## src/port_j_defs.vh

```
// register offsets, field positions, reset values for the port j block
`ifndef PORT_J_DEFS_VH
`define PORT_J_DEFS_VH
`define OFF_PIN_LEVELS 12'h000
`define OFF_OUTPUT_LATCH 12'h004
`define OFF_DIRECTION 12'h008
`define OFF_PORT_G 12'h00c
`define OFF_MEM_CTRL 12'h010
`define OFF_VARIANT 12'h014
`define BIT_PULLUP_EN 5
`define BIT_EXT_BUS_DIS 7
`define RST_DIRECTION 8'hff
`define RST_LATCH 8'h00
`define RST_PORT_G 8'h00
`define RST_MEM_CTRL 8'h80
`define RST_VARIANT 1'b0
`define PIN_ALE 0
`define PIN_OE_N 1
`define PIN_WR_LOW 2
`define PIN_WR_HIGH 3
`define PIN_BYTE_ADDR 4
`define PIN_CE 5
`define PIN_LOWER_SEL 6
`define PIN_UPPER_SEL 7
`endif

```

## src/port_j.v

```verilog
// eight-pin bidirectional port with memory bus override and ahb-lite register slave
`timescale 1ns/1ps
`include "port_j_defs.vh"

// Behaviour
// - eight pins, per-bit direction, zero drives
// - reset leaves every pin an input
// - clearing bus disable hands pins over, except in the reduced variant
// - direction bits ignored while bus owns
// - one shared bit enables all pull-ups
// - pull-up off on any output pin
// - pull-ups off after reset
// - pin 0 carries address latch enable
// - pin 1 carries active-low output enable
// - pin 2 carries low byte write strobe
// - pin 3 carries high byte write strobe
// - pin 4 carries byte address bit zero
// - pin 5 carries chip enable
// - pin 6 carries lower byte enable
// - pin 7 carries upper byte enable
// - reduced variant: port registers read zero
module port_j (
	input wire hclk,
	input wire hresetn,
	input wire hsel,
	input wire [11:0] haddr,
	input wire [1:0] htrans,
	input wire hwrite,
	input wire [2:0] hsize,
	input wire [31:0] hwdata,
	input wire hready,
	output reg [31:0] hrdata,
	output reg hreadyout,
	output reg hresp,
	input wire [7:0] pin_in,
	output reg [7:0] pin_out,
	output reg [7:0] pin_oe,
	output reg [7:0] pin_pullup,
	input wire mem_ale,
	input wire mem_oe_n,
	input wire write_strobe_low_byte,
	input wire write_strobe_high_byte,
	input wire byte_addr_zero,
	input wire mem_ce,
	input wire lower_byte_select,
	input wire upper_byte_select,
	output reg mem_bus_active
);

	reg [7:0] port_j_output_latch;
	reg [7:0] port_j_direction;
	reg [7:0] port_g_pins_and_pullups;
	reg [7:0] memory_interface_control;
	reg reduced_variant;
	reg [7:0] pin_meta;
	reg [7:0] pin_sync;
	reg wr_pend;
	reg [11:0] wr_addr;
	wire port_j_pullup_enable;
	wire external_bus_disable;
	wire bus_owns;
	wire port_absent;
	wire [7:0] mem_signals;
	reg [31:0] next_hrdata;
	wire take;
	wire [7:0] next_out;
	wire [7:0] next_oe;
	wire [7:0] next_pu;
	// one write select per register word, live only in the data phase
	wire wr_pins;
	wire wr_latch;
	wire wr_dir;
	wire wr_port_g;
	wire wr_mem_ctrl;
	wire wr_variant;
	// pin slice index for the per-pin drive logic
	genvar gi;

	// decode a word address into a register select
	function is_reg;
		input [11:0] addr;
		input [11:0] off;
		begin
			is_reg = (addr[11:2] == off[11:2]);
		end
	endfunction

	assign port_j_pullup_enable = port_g_pins_and_pullups[`BIT_PULLUP_EN];
	assign external_bus_disable = memory_interface_control[`BIT_EXT_BUS_DIS];
	assign bus_owns = ~external_bus_disable & ~reduced_variant;
	assign port_absent = reduced_variant;
	assign take = hsel & hready & htrans[1];

	// memory interface controls, one pin each; the bus owns all eight together
	assign mem_signals[`PIN_ALE] = mem_ale;
	assign mem_signals[`PIN_OE_N] = mem_oe_n;
	assign mem_signals[`PIN_WR_LOW] = write_strobe_low_byte;
	assign mem_signals[`PIN_WR_HIGH] = write_strobe_high_byte;
	assign mem_signals[`PIN_BYTE_ADDR] = byte_addr_zero;
	assign mem_signals[`PIN_CE] = mem_ce;
	assign mem_signals[`PIN_LOWER_SEL] = lower_byte_select;
	assign mem_signals[`PIN_UPPER_SEL] = upper_byte_select;

	// two-flop synchroniser; the first stage feeds only the second
	always @(posedge hclk or negedge hresetn)
	begin
		if (!hresetn)
		begin
			pin_meta <= 8'h00;
			pin_sync <= 8'h00;
		end
		else
		begin
			pin_meta <= pin_in;
			pin_sync <= pin_meta;
		end
	end

	// ahb-lite slave: zero wait states, always okay
	// the write address is held over because hwdata only arrives in the data phase
	always @(posedge hclk or negedge hresetn)
	begin
		if (!hresetn)
		begin
			wr_pend <= 1'b0;
			wr_addr <= 12'h000;
			hreadyout <= 1'b1;
			hresp <= 1'b0;
		end
		else
		begin
			hreadyout <= 1'b1;
			hresp <= 1'b0;
			if (hready)
			begin
				wr_pend <= take & hwrite;
				wr_addr <= haddr;
			end
		end
	end

	// write strobes per register word, valid for the one data-phase cycle
	// decoded once here so every register block sees the same select
	assign wr_pins = wr_pend & is_reg(wr_addr, `OFF_PIN_LEVELS);
	assign wr_latch = wr_pend & is_reg(wr_addr, `OFF_OUTPUT_LATCH);
	assign wr_dir = wr_pend & is_reg(wr_addr, `OFF_DIRECTION);
	assign wr_port_g = wr_pend & is_reg(wr_addr, `OFF_PORT_G);
	assign wr_mem_ctrl = wr_pend & is_reg(wr_addr, `OFF_MEM_CTRL);
	assign wr_variant = wr_pend & is_reg(wr_addr, `OFF_VARIANT);

	// output latch: the pin word and the latch word both write it
	// choosing the reduced variant clears it, and while absent writes are dropped
	always @(posedge hclk or negedge hresetn)
	begin
		if (!hresetn)
		begin
			port_j_output_latch <= `RST_LATCH;
		end
		else if (wr_variant && hwdata[0])
		begin
			port_j_output_latch <= 8'h00;
		end
		else if ((wr_pins || wr_latch) && !port_absent)
		begin
			port_j_output_latch <= hwdata[7:0];
		end
	end

	// direction: a set bit makes its pin an input, so reset leaves all eight as inputs
	always @(posedge hclk or negedge hresetn)
	begin
		if (!hresetn)
		begin
			port_j_direction <= `RST_DIRECTION;
		end
		else if (wr_variant && hwdata[0])
		begin
			port_j_direction <= 8'h00;
		end
		else if (wr_dir && !port_absent)
		begin
			port_j_direction <= hwdata[7:0];
		end
	end

	// neighbouring port word; only the shared pull-up bit acts here, the rest is storage
	always @(posedge hclk or negedge hresetn)
	begin
		if (!hresetn)
		begin
			port_g_pins_and_pullups <= `RST_PORT_G;
		end
		else if (wr_port_g)
		begin
			port_g_pins_and_pullups <= hwdata[7:0];
		end
	end

	// memory interface control; clearing the disable bit hands the pins to the bus unless the reduced variant is set
	always @(posedge hclk or negedge hresetn)
	begin
		if (!hresetn)
		begin
			memory_interface_control <= `RST_MEM_CTRL;
		end
		else if (wr_mem_ctrl)
		begin
			memory_interface_control <= hwdata[7:0];
		end
	end

	// reduced-pin variant select; a build would tie this, software can set it here
	always @(posedge hclk or negedge hresetn)
	begin
		if (!hresetn)
		begin
			reduced_variant <= `RST_VARIANT;
		end
		else if (wr_variant)
		begin
			reduced_variant <= hwdata[0];
		end
	end

	// read mux; unmapped words read zero, and the absent port reads zero as well
	// kept as a priority chain so each register word has exactly one decode
	always @*
	begin
		next_hrdata = 32'h00000000;
		if (is_reg(haddr, `OFF_PIN_LEVELS))
		begin
			// synchronised levels, so a read never sees a metastable bit
			if (!port_absent)
			begin
				next_hrdata = {24'h000000, pin_sync};
			end
		end
		else if (is_reg(haddr, `OFF_OUTPUT_LATCH))
		begin
			if (!port_absent)
			begin
				next_hrdata = {24'h000000, port_j_output_latch};
			end
		end
		else if (is_reg(haddr, `OFF_DIRECTION))
		begin
			if (!port_absent)
			begin
				next_hrdata = {24'h000000, port_j_direction};
			end
		end
		else if (is_reg(haddr, `OFF_PORT_G))
		begin
			next_hrdata = {24'h000000, port_g_pins_and_pullups};
		end
		else if (is_reg(haddr, `OFF_MEM_CTRL))
		begin
			next_hrdata = {24'h000000, memory_interface_control};
		end
		else if (is_reg(haddr, `OFF_VARIANT))
		begin
			next_hrdata = {31'h00000000, reduced_variant};
		end
		else
		begin
			next_hrdata = 32'h00000000;
		end
	end

	// read data is loaded at the end of the address phase and stands through the data phase
	always @(posedge hclk or negedge hresetn)
	begin
		if (!hresetn)
		begin
			hrdata <= 32'h00000000;
		end
		else if (take && !hwrite)
		begin
			hrdata <= next_hrdata;
		end
	end

	// pin drive, one slice per pin: memory bus first, then the per-bit direction
	// the absent port drives nothing and pulls nothing, so its pins float as inputs
	generate
		for (gi = 0; gi < 8; gi = gi + 1)
		begin : pin_slice
			reg out_bit;
			reg oe_bit;
			reg pu_bit;
			// owner of this pin for the coming cycle
			always @*
			begin
				out_bit = 1'b0;
				oe_bit = 1'b0;
				pu_bit = 1'b0;
				if (port_absent)
				begin
					out_bit = 1'b0;
					oe_bit = 1'b0;
				end
				else if (bus_owns)
				begin
					// the bus drives regardless of the direction bit
					out_bit = mem_signals[gi];
					oe_bit = 1'b1;
				end
				else
				begin
					out_bit = port_j_output_latch[gi];
					oe_bit = ~port_j_direction[gi];
				end
				// a driven pin never keeps its pull-up; it would only fight the driver
				if (!port_absent)
				begin
					pu_bit = port_j_pullup_enable & ~oe_bit;
				end
			end
			assign next_out[gi] = out_bit;
			assign next_oe[gi] = oe_bit;
			assign next_pu[gi] = pu_bit;
		end
	endgenerate

	// registered pins; one cycle from a control change to the pin
	// every pin output comes straight from a flop so the pads never see decode glitches
	always @(posedge hclk or negedge hresetn)
	begin
		if (!hresetn)
		begin
			pin_out <= 8'h00;
		end
		else
		begin
			pin_out <= next_out;
		end
	end

	// drivers off during and right after reset, so every pin starts as an input
	always @(posedge hclk or negedge hresetn)
	begin
		if (!hresetn)
		begin
			pin_oe <= 8'h00;
		end
		else
		begin
			pin_oe <= next_oe;
		end
	end

	// pull-ups off during reset; they only come on once software enables them
	always @(posedge hclk or negedge hresetn)
	begin
		if (!hresetn)
		begin
			pin_pullup <= 8'h00;
		end
		else
		begin
			pin_pullup <= next_pu;
		end
	end

	// ownership flag, one flop late like the pins that it describes
	always @(posedge hclk or negedge hresetn)
	begin
		if (!hresetn)
		begin
			mem_bus_active <= 1'b0;
		end
		else
		begin
			mem_bus_active <= bus_owns;
		end
	end

endmodule

```

## config.mk

```make
export PLATFORM = sky130hd
export DESIGN_NAME = port_j
export DESIGN_NICKNAME = d
export VERILOG_FILES = /design/src/port_j.v
export VERILOG_INCLUDE_DIRS = /design/src
export SDC_FILE = /design/constraint.sdc
export NUM_CORES = 1
export LEC_CHECK = 0
export BUFFER_PORTS_ARGS = -buffer_cell sky130_fd_sc_hd__buf_2
export CORE_MARGIN = 1
export CORE_UTILIZATION = 50
export CTS_CLUSTER_SIZE = 16
export DETAILED_ROUTE_END_ITERATION = 10
export HOLD_SLACK_MARGIN = 0.08
export PLACE_DENSITY = 0.79
export SLEW_MARGIN = 20
export SYNTH_ARGS = -nofsm -noshare
export SYNTH_HDL_FRONTEND = slang
export SYNTH_SLANG_ARGS = --single-unit
```

## constraint.sdc

```tcl
create_clock -name hclk -period 2.35 [get_ports hclk]
set_clock_uncertainty 0.05 [all_clocks]
set_input_delay 0.1175 -clock hclk [delete_from_list [all_inputs] [get_ports hclk]]
set_output_delay 0.1175 -clock hclk [all_outputs]
set_load 0.02 [all_outputs]
```

==> results of run 1 <==
flip-flops by register name (all words and copies together), names as in the netlist:
signal / cells
hrdata: 8
mem_bus_active: 1
memory_interface_control: 8
pin_meta: 8
pin_oe: 8
pin_out: 8
pin_pullup: 8
pin_sync: 8
port_absent: 1
port_g_pins_and_pullups: 8
port_j_direction: 8
port_j_output_latch: 8
wr_addr: 10
wr_pend: 1
kinds of logic after synthesis:
kind of cell / count (synthesis) / synth area share (%)
compound gates: 76 / 13.1
buf+inv: 58 / 7.90
flops: 93 / 58.1
mux: 44 / 11.8
other cells: 2 / 0.187
simple gates: 60 / 8.92
per-layer routing:
metal,vias up,GRT usage [%]
li1,1340,-
met1,1339,26.7
met2,114,35.8
met3,35,4.73
met4,0,13.8
met5,-,0
stage by stage:
stage | utilization [%] | area (µm²) | worst slack [ns] | hold WS (ns) | power [mW]
2_1_floorplan | - | 4120 | 0.554 | -0.228 | 2.02
3_3_place_gp | 56.4 | 4380 | 0.323 | 0.121 | 2.12
3_5_place_dp | 56.4 | 4380 | 0.229 | 0.129 | 2.13
4_1_cts | 63.1 | 4900 | 0.209 | 0.0918 | 3.12
5_1_grt | 63.1 | 4900 | 0.0999 | 0.125 | 3.25
6_report | 63.1 | 4900 | 0.231 | 0.107 | 3.10
worst max path at each step:
stage / start / cells after the start / end / slack [ns]
after global placement: wr_addr[5] / 4 / memory_interface_control[2] / 0.32
final: wr_addr[5] / 4 / memory_interface_control[0] / 0.23
after global routing: wr_addr[7] / 4 / memory_interface_control[2] / 0.1
after floorplan: wr_addr[5] / 4 / memory_interface_control[0] / 0.55
after CTS: wr_addr[5] / 4 / memory_interface_control[0] / 0.21
after detailed placement: wr_addr[5] / 4 / memory_interface_control[0] / 0.23
worst max-delay path: stages, from the launching register on:
cell and delay [ns]:
dfrtp_1 0.39, nor4_2 0.43, nand3b_2 0.23, nor3b_4 0.51, mux2_2 0.40
report_power, final:
part	switching (mW)	leakage [nW]	internal [mW]
sequential	0.0642	1.11	1.68
clock	0.555	0.0881	0.392
combinational	0.233	1.07	0.174
repair_timing:
action | CTS | global route
setup buffers | 0 | 0
hold buffers | 35 | 0
hold endpoints to repair | 104 | 0
layout make-up:
class	instances	share of cell area [%]
clock buffers	11	2.68
multi-input cells	206	29.8
repair buffers	112	15.3
clock inverters	5	0.741
well taps	102	2.60
flip-flops and latches	93	47.7
inverters	15	1.15
layout by cell type (no fill, tap or decap), types with 2 or more instances in the layout:
cell | synthesis | routed
and3_1 | 3 | 3
buf_2 | 2 | 71
mux2_2 | 26 | 26
mux2_1 | 2 | 2
nor2_1 | 24 | 24
nand2_1 | 5 | 5
a22o_1 | 21 | 21
clkbuf_8 | 0 | 9
inv_6 | 0 | 2
buf_4 | 26 | 6
nor3_1 | 2 | 2
dfrtp_1 | 84 | 84
nand3_1 | 2 | 2
a32oi_1 | 6 | 6
and2_1 | 9 | 9
nor4_1 | 2 | 2
nand2b_1 | 2 | 2
a21oi_1 | 18 | 18
o21ai_0 | 17 | 17
nand4_1 | 2 | 2
mux2i_1 | 16 | 16
dfstp_2 | 9 | 9
inv_1 | 14 | 14
clkbuf_1 | 13 | 2
clkinv_2 | 0 | 2
conb_1 | 2 | 26
o221ai_1 | 7 | 7
dlygate4sd3_1 | 0 | 35
==> results by group, run 1 <==
Run status
  – Status: complete, no violations

Yosys
  – Post-synth ARST share: between 90% and 100%
  – Post-synth cell types: 42
  – Post-Syn Instances: between 300 and 400
  – Synth area leader: dfrtp_1
  – Post-Syn Area: 4030 µm²
  – Number of synthesized flops with an enable pin: 0
  – Sequential area share after synthesis: about three fifths
  – Synth area leaders: dfrtp_1, mux2_2, dfstp_2
  – Yosys top cell area share: a little over half
  – Count leader, synth: dfrtp_1
  – Post-synthesis register bit count: 93
  – Synth top cells by count: dfrtp_1, buf_4, mux2_2
  – Number of synthesis warnings: 0
  – Synth Flop Type: dfrtp_1
  – Post-synthesis average cell area: between 10 and 15 µm²

Clock tree
  – CTS resizes: 0
  – Root Buffer: clkbuf_8
  – H-tree depth: 3
  – CTS Buf Count: 9
  – Clk sinks: between 90 and 100
  – Clk slew on worst S/H paths: around 0.080 ns
  – TritonCTS clock tree: built
  – Clk buf depth: 2
  – Worst skew pair latency: approximately 0.36 ns

Route
  – Initial DRC count: 151
  – Met3 wire length: 447 µm
  – WL met1: 3580 µm
  – WL final: about 8300 µm
  – Drt wl/cell: 15.3 µm
  – First drt pass iteration count: 4
  – # DRC: 0
  – Wire length on met2: 3960 µm
  – Top sig layer: met4
  – Antenna Nets Post-Route: 0
  – DR vias: approximately 2.8k
  – Via density: roughly 5.2

STA
  – Fin. Hold Viols: 0
  – Relative slew slack: 54.9%
  – Max frequency: approximately 470 MHz
  – Final period utilization: roughly 90%
  – Setup-failing EPs final: 0
  – Setup_tns: 0 ns
  – Max-slew violations: 0
  – Minimum clock period: about 2.1 ns
  – RSZ-0062 raised after global routing: no
  – Worst-Margin Slew: around 0.68 ns

Global routing
  – Largest net degree at the start of global routing: between 50 and 60
  – Gr usage total: about 22%
  – Initial antenna violation count: 0
  – Global-route wire length before repair: roughly 14000 µm
  – GRT overflow: 0
  – Vias in the first global route: 2883

Layout
  – Multi-input logic area: between 1000 and 1500 µm²
  – Synthesis-to-layout area growth: 21.7%
  – Filler cells: ~630
  – Layout Cells excl Fill: between 500 and 600
  – Nets@finish: 507
  – Layout cells sized above 1: between 20% and 30%
  – Antenna cells: 0
  – Register area: 2340 µm²

Pwr
  – Leak pwr: ~2.3 nW
  – Worst vdd ir: between 0.2 and 0.3 mV
  – Pwr dens: about 630 nW/µm²

Critical path
  – Required time worst endpoint: around 2.5 ns
  – Peak fanout along the critical path: 8
  – Reg-to-reg startpoint: wr_addr[5]
  – R2R Setup Slk: approximately 0.23 ns
  – Reg-to-Reg End: memory_interface_control[0]
  – Worst setup EP type: register
  – Worst r2r path cells: 4
  – Crit path arrival time: about 2.3 ns
  – Crit path launch type: register
  – Crit Path Category: reg2reg

Floorplanning
  – Die Wd: roughly 90 µm
  – CORE AREA: a little under 8000 µm²
  – Die H: roughly 92 µm
  – Die Area: 8410 µm²
  – Initial Util: between 50 and 60%
  – Core Rows: 32
  – IO Pins: roughly 130

Placed design
  – Dpl cells: roughly 490
  – RePlAce Congestion: roughly 0.8
  – Port Buffers: 72
  – Hpwl dp: around 5600 µm

Worst hold path
  – Hold endpoint: wr_pend
  – Hold path start: hready
  – Hold path depth: 2
  – Class of the worst hold path: in2reg

Run
  – Max_cap viols: 0
(Power assumes the default switching activity.)
==> run 2, diff against run 1 <==
--- a/config.mk
+++ b/config.mk
@@ -8,4 +8,5 @@
 export LEC_CHECK = 0
 export BUFFER_PORTS_ARGS = -buffer_cell sky130_fd_sc_hd__buf_2
+export CAP_MARGIN = 20
 export CORE_MARGIN = 1
 export CORE_UTILIZATION = 50
==> constraint.sdc (replaced) <==
create_clock -name hclk -period 2.35 [get_ports hclk]
set_clock_uncertainty 0.05 [all_clocks]
set_input_delay 0.705 -clock hclk [delete_from_list [all_inputs] [get_ports hclk]]
set_output_delay 0.705 -clock hclk [all_outputs]
set_load 0.02 [all_outputs]
==> run 2 against run 1 <==
Critical path depth unchanged. Via count down 6.4%. Clock power is 15% higher. Maximum frequency increased by 1.0%. Sequential share of layout area is 2.8 points higher. First-iteration DRC count down 38%. Wire length decreased by 13%. Critical endpoint is now memory_interface_control[3]. Largest power group unchanged.
==> results by group, run 2 (synthesis gave the netlist of run 1 again) <==
Clock tree
  – H-tree depth: 3 (unchanged)
  – Cts-stage hold buffer count: 0 (-100%)
  – Worst skew pair latency: 0.36 ns (about the same)
  – CTS resizes: 0 (unchanged)
  – Root Buffer: clkbuf_8
  – Clk buf depth: 2 (unchanged)
  – Postcts setup bufs: 0 (unchanged)
  – TritonCTS clock tree: built
  – CTS Buf Count: 9 (unchanged)
  – Clk slew on worst S/H paths: 0.10 ns (+0.02 ns)
  – Clk sinks: 93 (unchanged)

STA
  – Final period utilization: 89.3% (-0.90 points)
  – Max-slew violations: 0 (unchanged)
  – Setup_tns: 0 ns (unchanged)
  – Minimum clock period: 2.10 ns (-0.0211 ns)
  – Max frequency: 477 MHz (+1.0%)
  – Setup-failing EPs final: 0 (unchanged)
  – Relative slew slack: 63.9% (+9.0 points)
  – Fin. Hold Viols: 0 (unchanged)
  – RSZ-0062 raised after global routing: no
  – Worst-Margin Slew: 0.538 ns (-0.138 ns)
  – Setup ws final: 0.252 ns (+0.0211 ns)

Layout
  – Number of flip-flops in the largest register: 10 (unchanged)
  – Synthesis-to-layout area growth: 15.0%
  – Register area: 2340 µm² (unchanged)
  – Antenna cells: 0 (unchanged)
  – Filler cells: 637 (+1.6%)
  – Most frequent cells in the layout: dfrtp_1, buf_2, mux2_2, conb_1, nor2_1
  – Most common cell after layout, fill and taps aside: dfrtp_1
  – Reg with most FFs: wr_addr
  – Layout cells sized above 1: 33.6% (+3.7 points)
  – Multi-input logic area: 1460 µm² (unchanged)
  – Nets@finish: 476 (-6.1%)

Critical path
  – Required time worst endpoint: 2.54 ns (about the same)
  – Critical path's slowest cell: nor3b_4
  – Buf+Inv Stages, Crit Path: 0 (unchanged)
  – Peak fanout along the critical path: 8 (unchanged)
  – Crit path launch type: register
  – Cells along the critical path: nor4_2, nand3b_2, nor3b_4, mux2_2
  – Crit Path Category: reg2reg
  – Highest cell delay on the worst timing path: 0.48 ns (-0.03 ns)
  – Reg-to-reg startpoint: wr_addr[5]
  – Crit path launch: wr_addr[5]
  – Kind of cell adding the most delay to the critical path: simple AND/OR/NAND/NOR gates
  – Crit path arrival time: 2.29 ns (-0.02 ns)
  – Worst setup EP type: register

Run status
  – Status: complete, no violations

Global routing
  – Initial antenna violation count: 0 (unchanged)
  – Global-route wire length before repair: 12300 µm (-12%)
  – Vias in the first global route: 2572 (-11%)
  – GRT overflow: 0 (unchanged)
  – Largest net degree at the start of global routing: 75 (+36%)
  – Gr usage total: 18.8% (-3.2 points)

Route
  – # DRC: 0 (unchanged)
  – Drt wl/cell: 14.2 µm (-7.3%)
  – DR vias: 2646 (-6.4%)
  – First drt pass iteration count: 4 (unchanged)
  – Initial DRC count: 94 (-38%)
  – WL final: 7290 µm (-13%)
  – Via density: 5.16 (-0.78%)
  – Antenna Nets Post-Route: 0 (unchanged)

Floorplanning
  – Core Rows: 32 (unchanged)
  – Initial Util: 51.8% (unchanged)
  – IO Pins: 129 (unchanged)
  – CORE AREA: 7770 µm² (unchanged)
  – Die Wd: 91.7 µm (unchanged)
  – Die H: 91.7 µm (unchanged)
  – Die Area: 8410 µm² (unchanged)

Placed design
  – Hpwl dp: 5300 µm (-4.6%)
  – Port Buffers: 72 (unchanged)
  – RePlAce Congestion: 0.805 (+0.75%)
  – Setup Slack @ Placement: 0.247 ns (+0.0184 ns)

Pwr
  – Clk network pwr share: 34.0% (+3.5 points)
  – Register share of total power: 54.6% (-1.8 points)
  – Worst vdd ir: 0.304 mV (+3.2%)
  – Internal power: 2.33 mW (+3.7%)
  – Pwr dens: 690 nW/µm² (+8.9%)
  – Net Sw Frac: 26.9% (-0.58 points)
  – Leak pwr: 2.16 nW (-4.6%)
  – Sw Pwr: 0.858 mW (+0.72%)
  – Combinational power share: 11.4% (-1.7 points)

Worst hold path
  – Class of the worst hold path: in2async

Run
  – Max_cap viols: 0 (unchanged)
==> run 2: cell type report <==
cell class	count	share of cell area, %
repair buffers	81	9.57
multi-input cells	206	31.5
clock inverters	7	1.73
clock buffers	9	2.68
flip-flops and latches	93	50.5
inverters	15	1.22
well taps	102	2.76
==> run 2: power groups by stage <==
stage | Sequential [mW] | Combinational (mW) | Clock (mW)
after floorplan | 1.80 | 0.216 | 0
after global placement | 1.77 | 0.359 | 0
after detailed placement | 1.77 | 0.364 | 0
after CTS | 1.74 | 0.367 | 1.10
after global routing | 1.75 | 0.403 | 1.18
final | 1.74 | 0.362 | 1.09
==> run 2: routing by layer <==
metal | track usage (%) | part of all wire, %
met1 | 25.1 | 47
met4 | 8.20 | 1.8
met2 | 30.3 | 46
met5 | 0 | 0
met3 | 3.32 | 5.0
==> run 2: worst paths after layout <==
kind / endpoint / slack (ns) / cells past startpoint
worst min register to register: pin_sync[6] / 0.30 / 0
worst max-delay path: memory_interface_control[3] / 0.25 / 4
min in group hclk: pin_sync[6] / 0.30 / 0
worst min-delay path: pin_out[2] / 0.15 / 1
worst max register to register: memory_interface_control[3] / 0.25 / 4
max in group asynchronous: port_j_direction[0] / 1.43 / 2
==> run 2: stage by stage <==
step           util, %  area, µm²  cells  hold WS, ns  power [mW]
2_1_floorplan        -       4120    357        0.281        2.02
3_3_place_gp      57.0       4420    497        0.283        2.13
3_5_place_dp      57.0       4420    497        0.285        2.14
4_1_cts           59.6       4630    513        0.155        3.21
5_1_grt           59.6       4630    513        0.162        3.34
6_report          59.6       4630    513        0.148        3.19
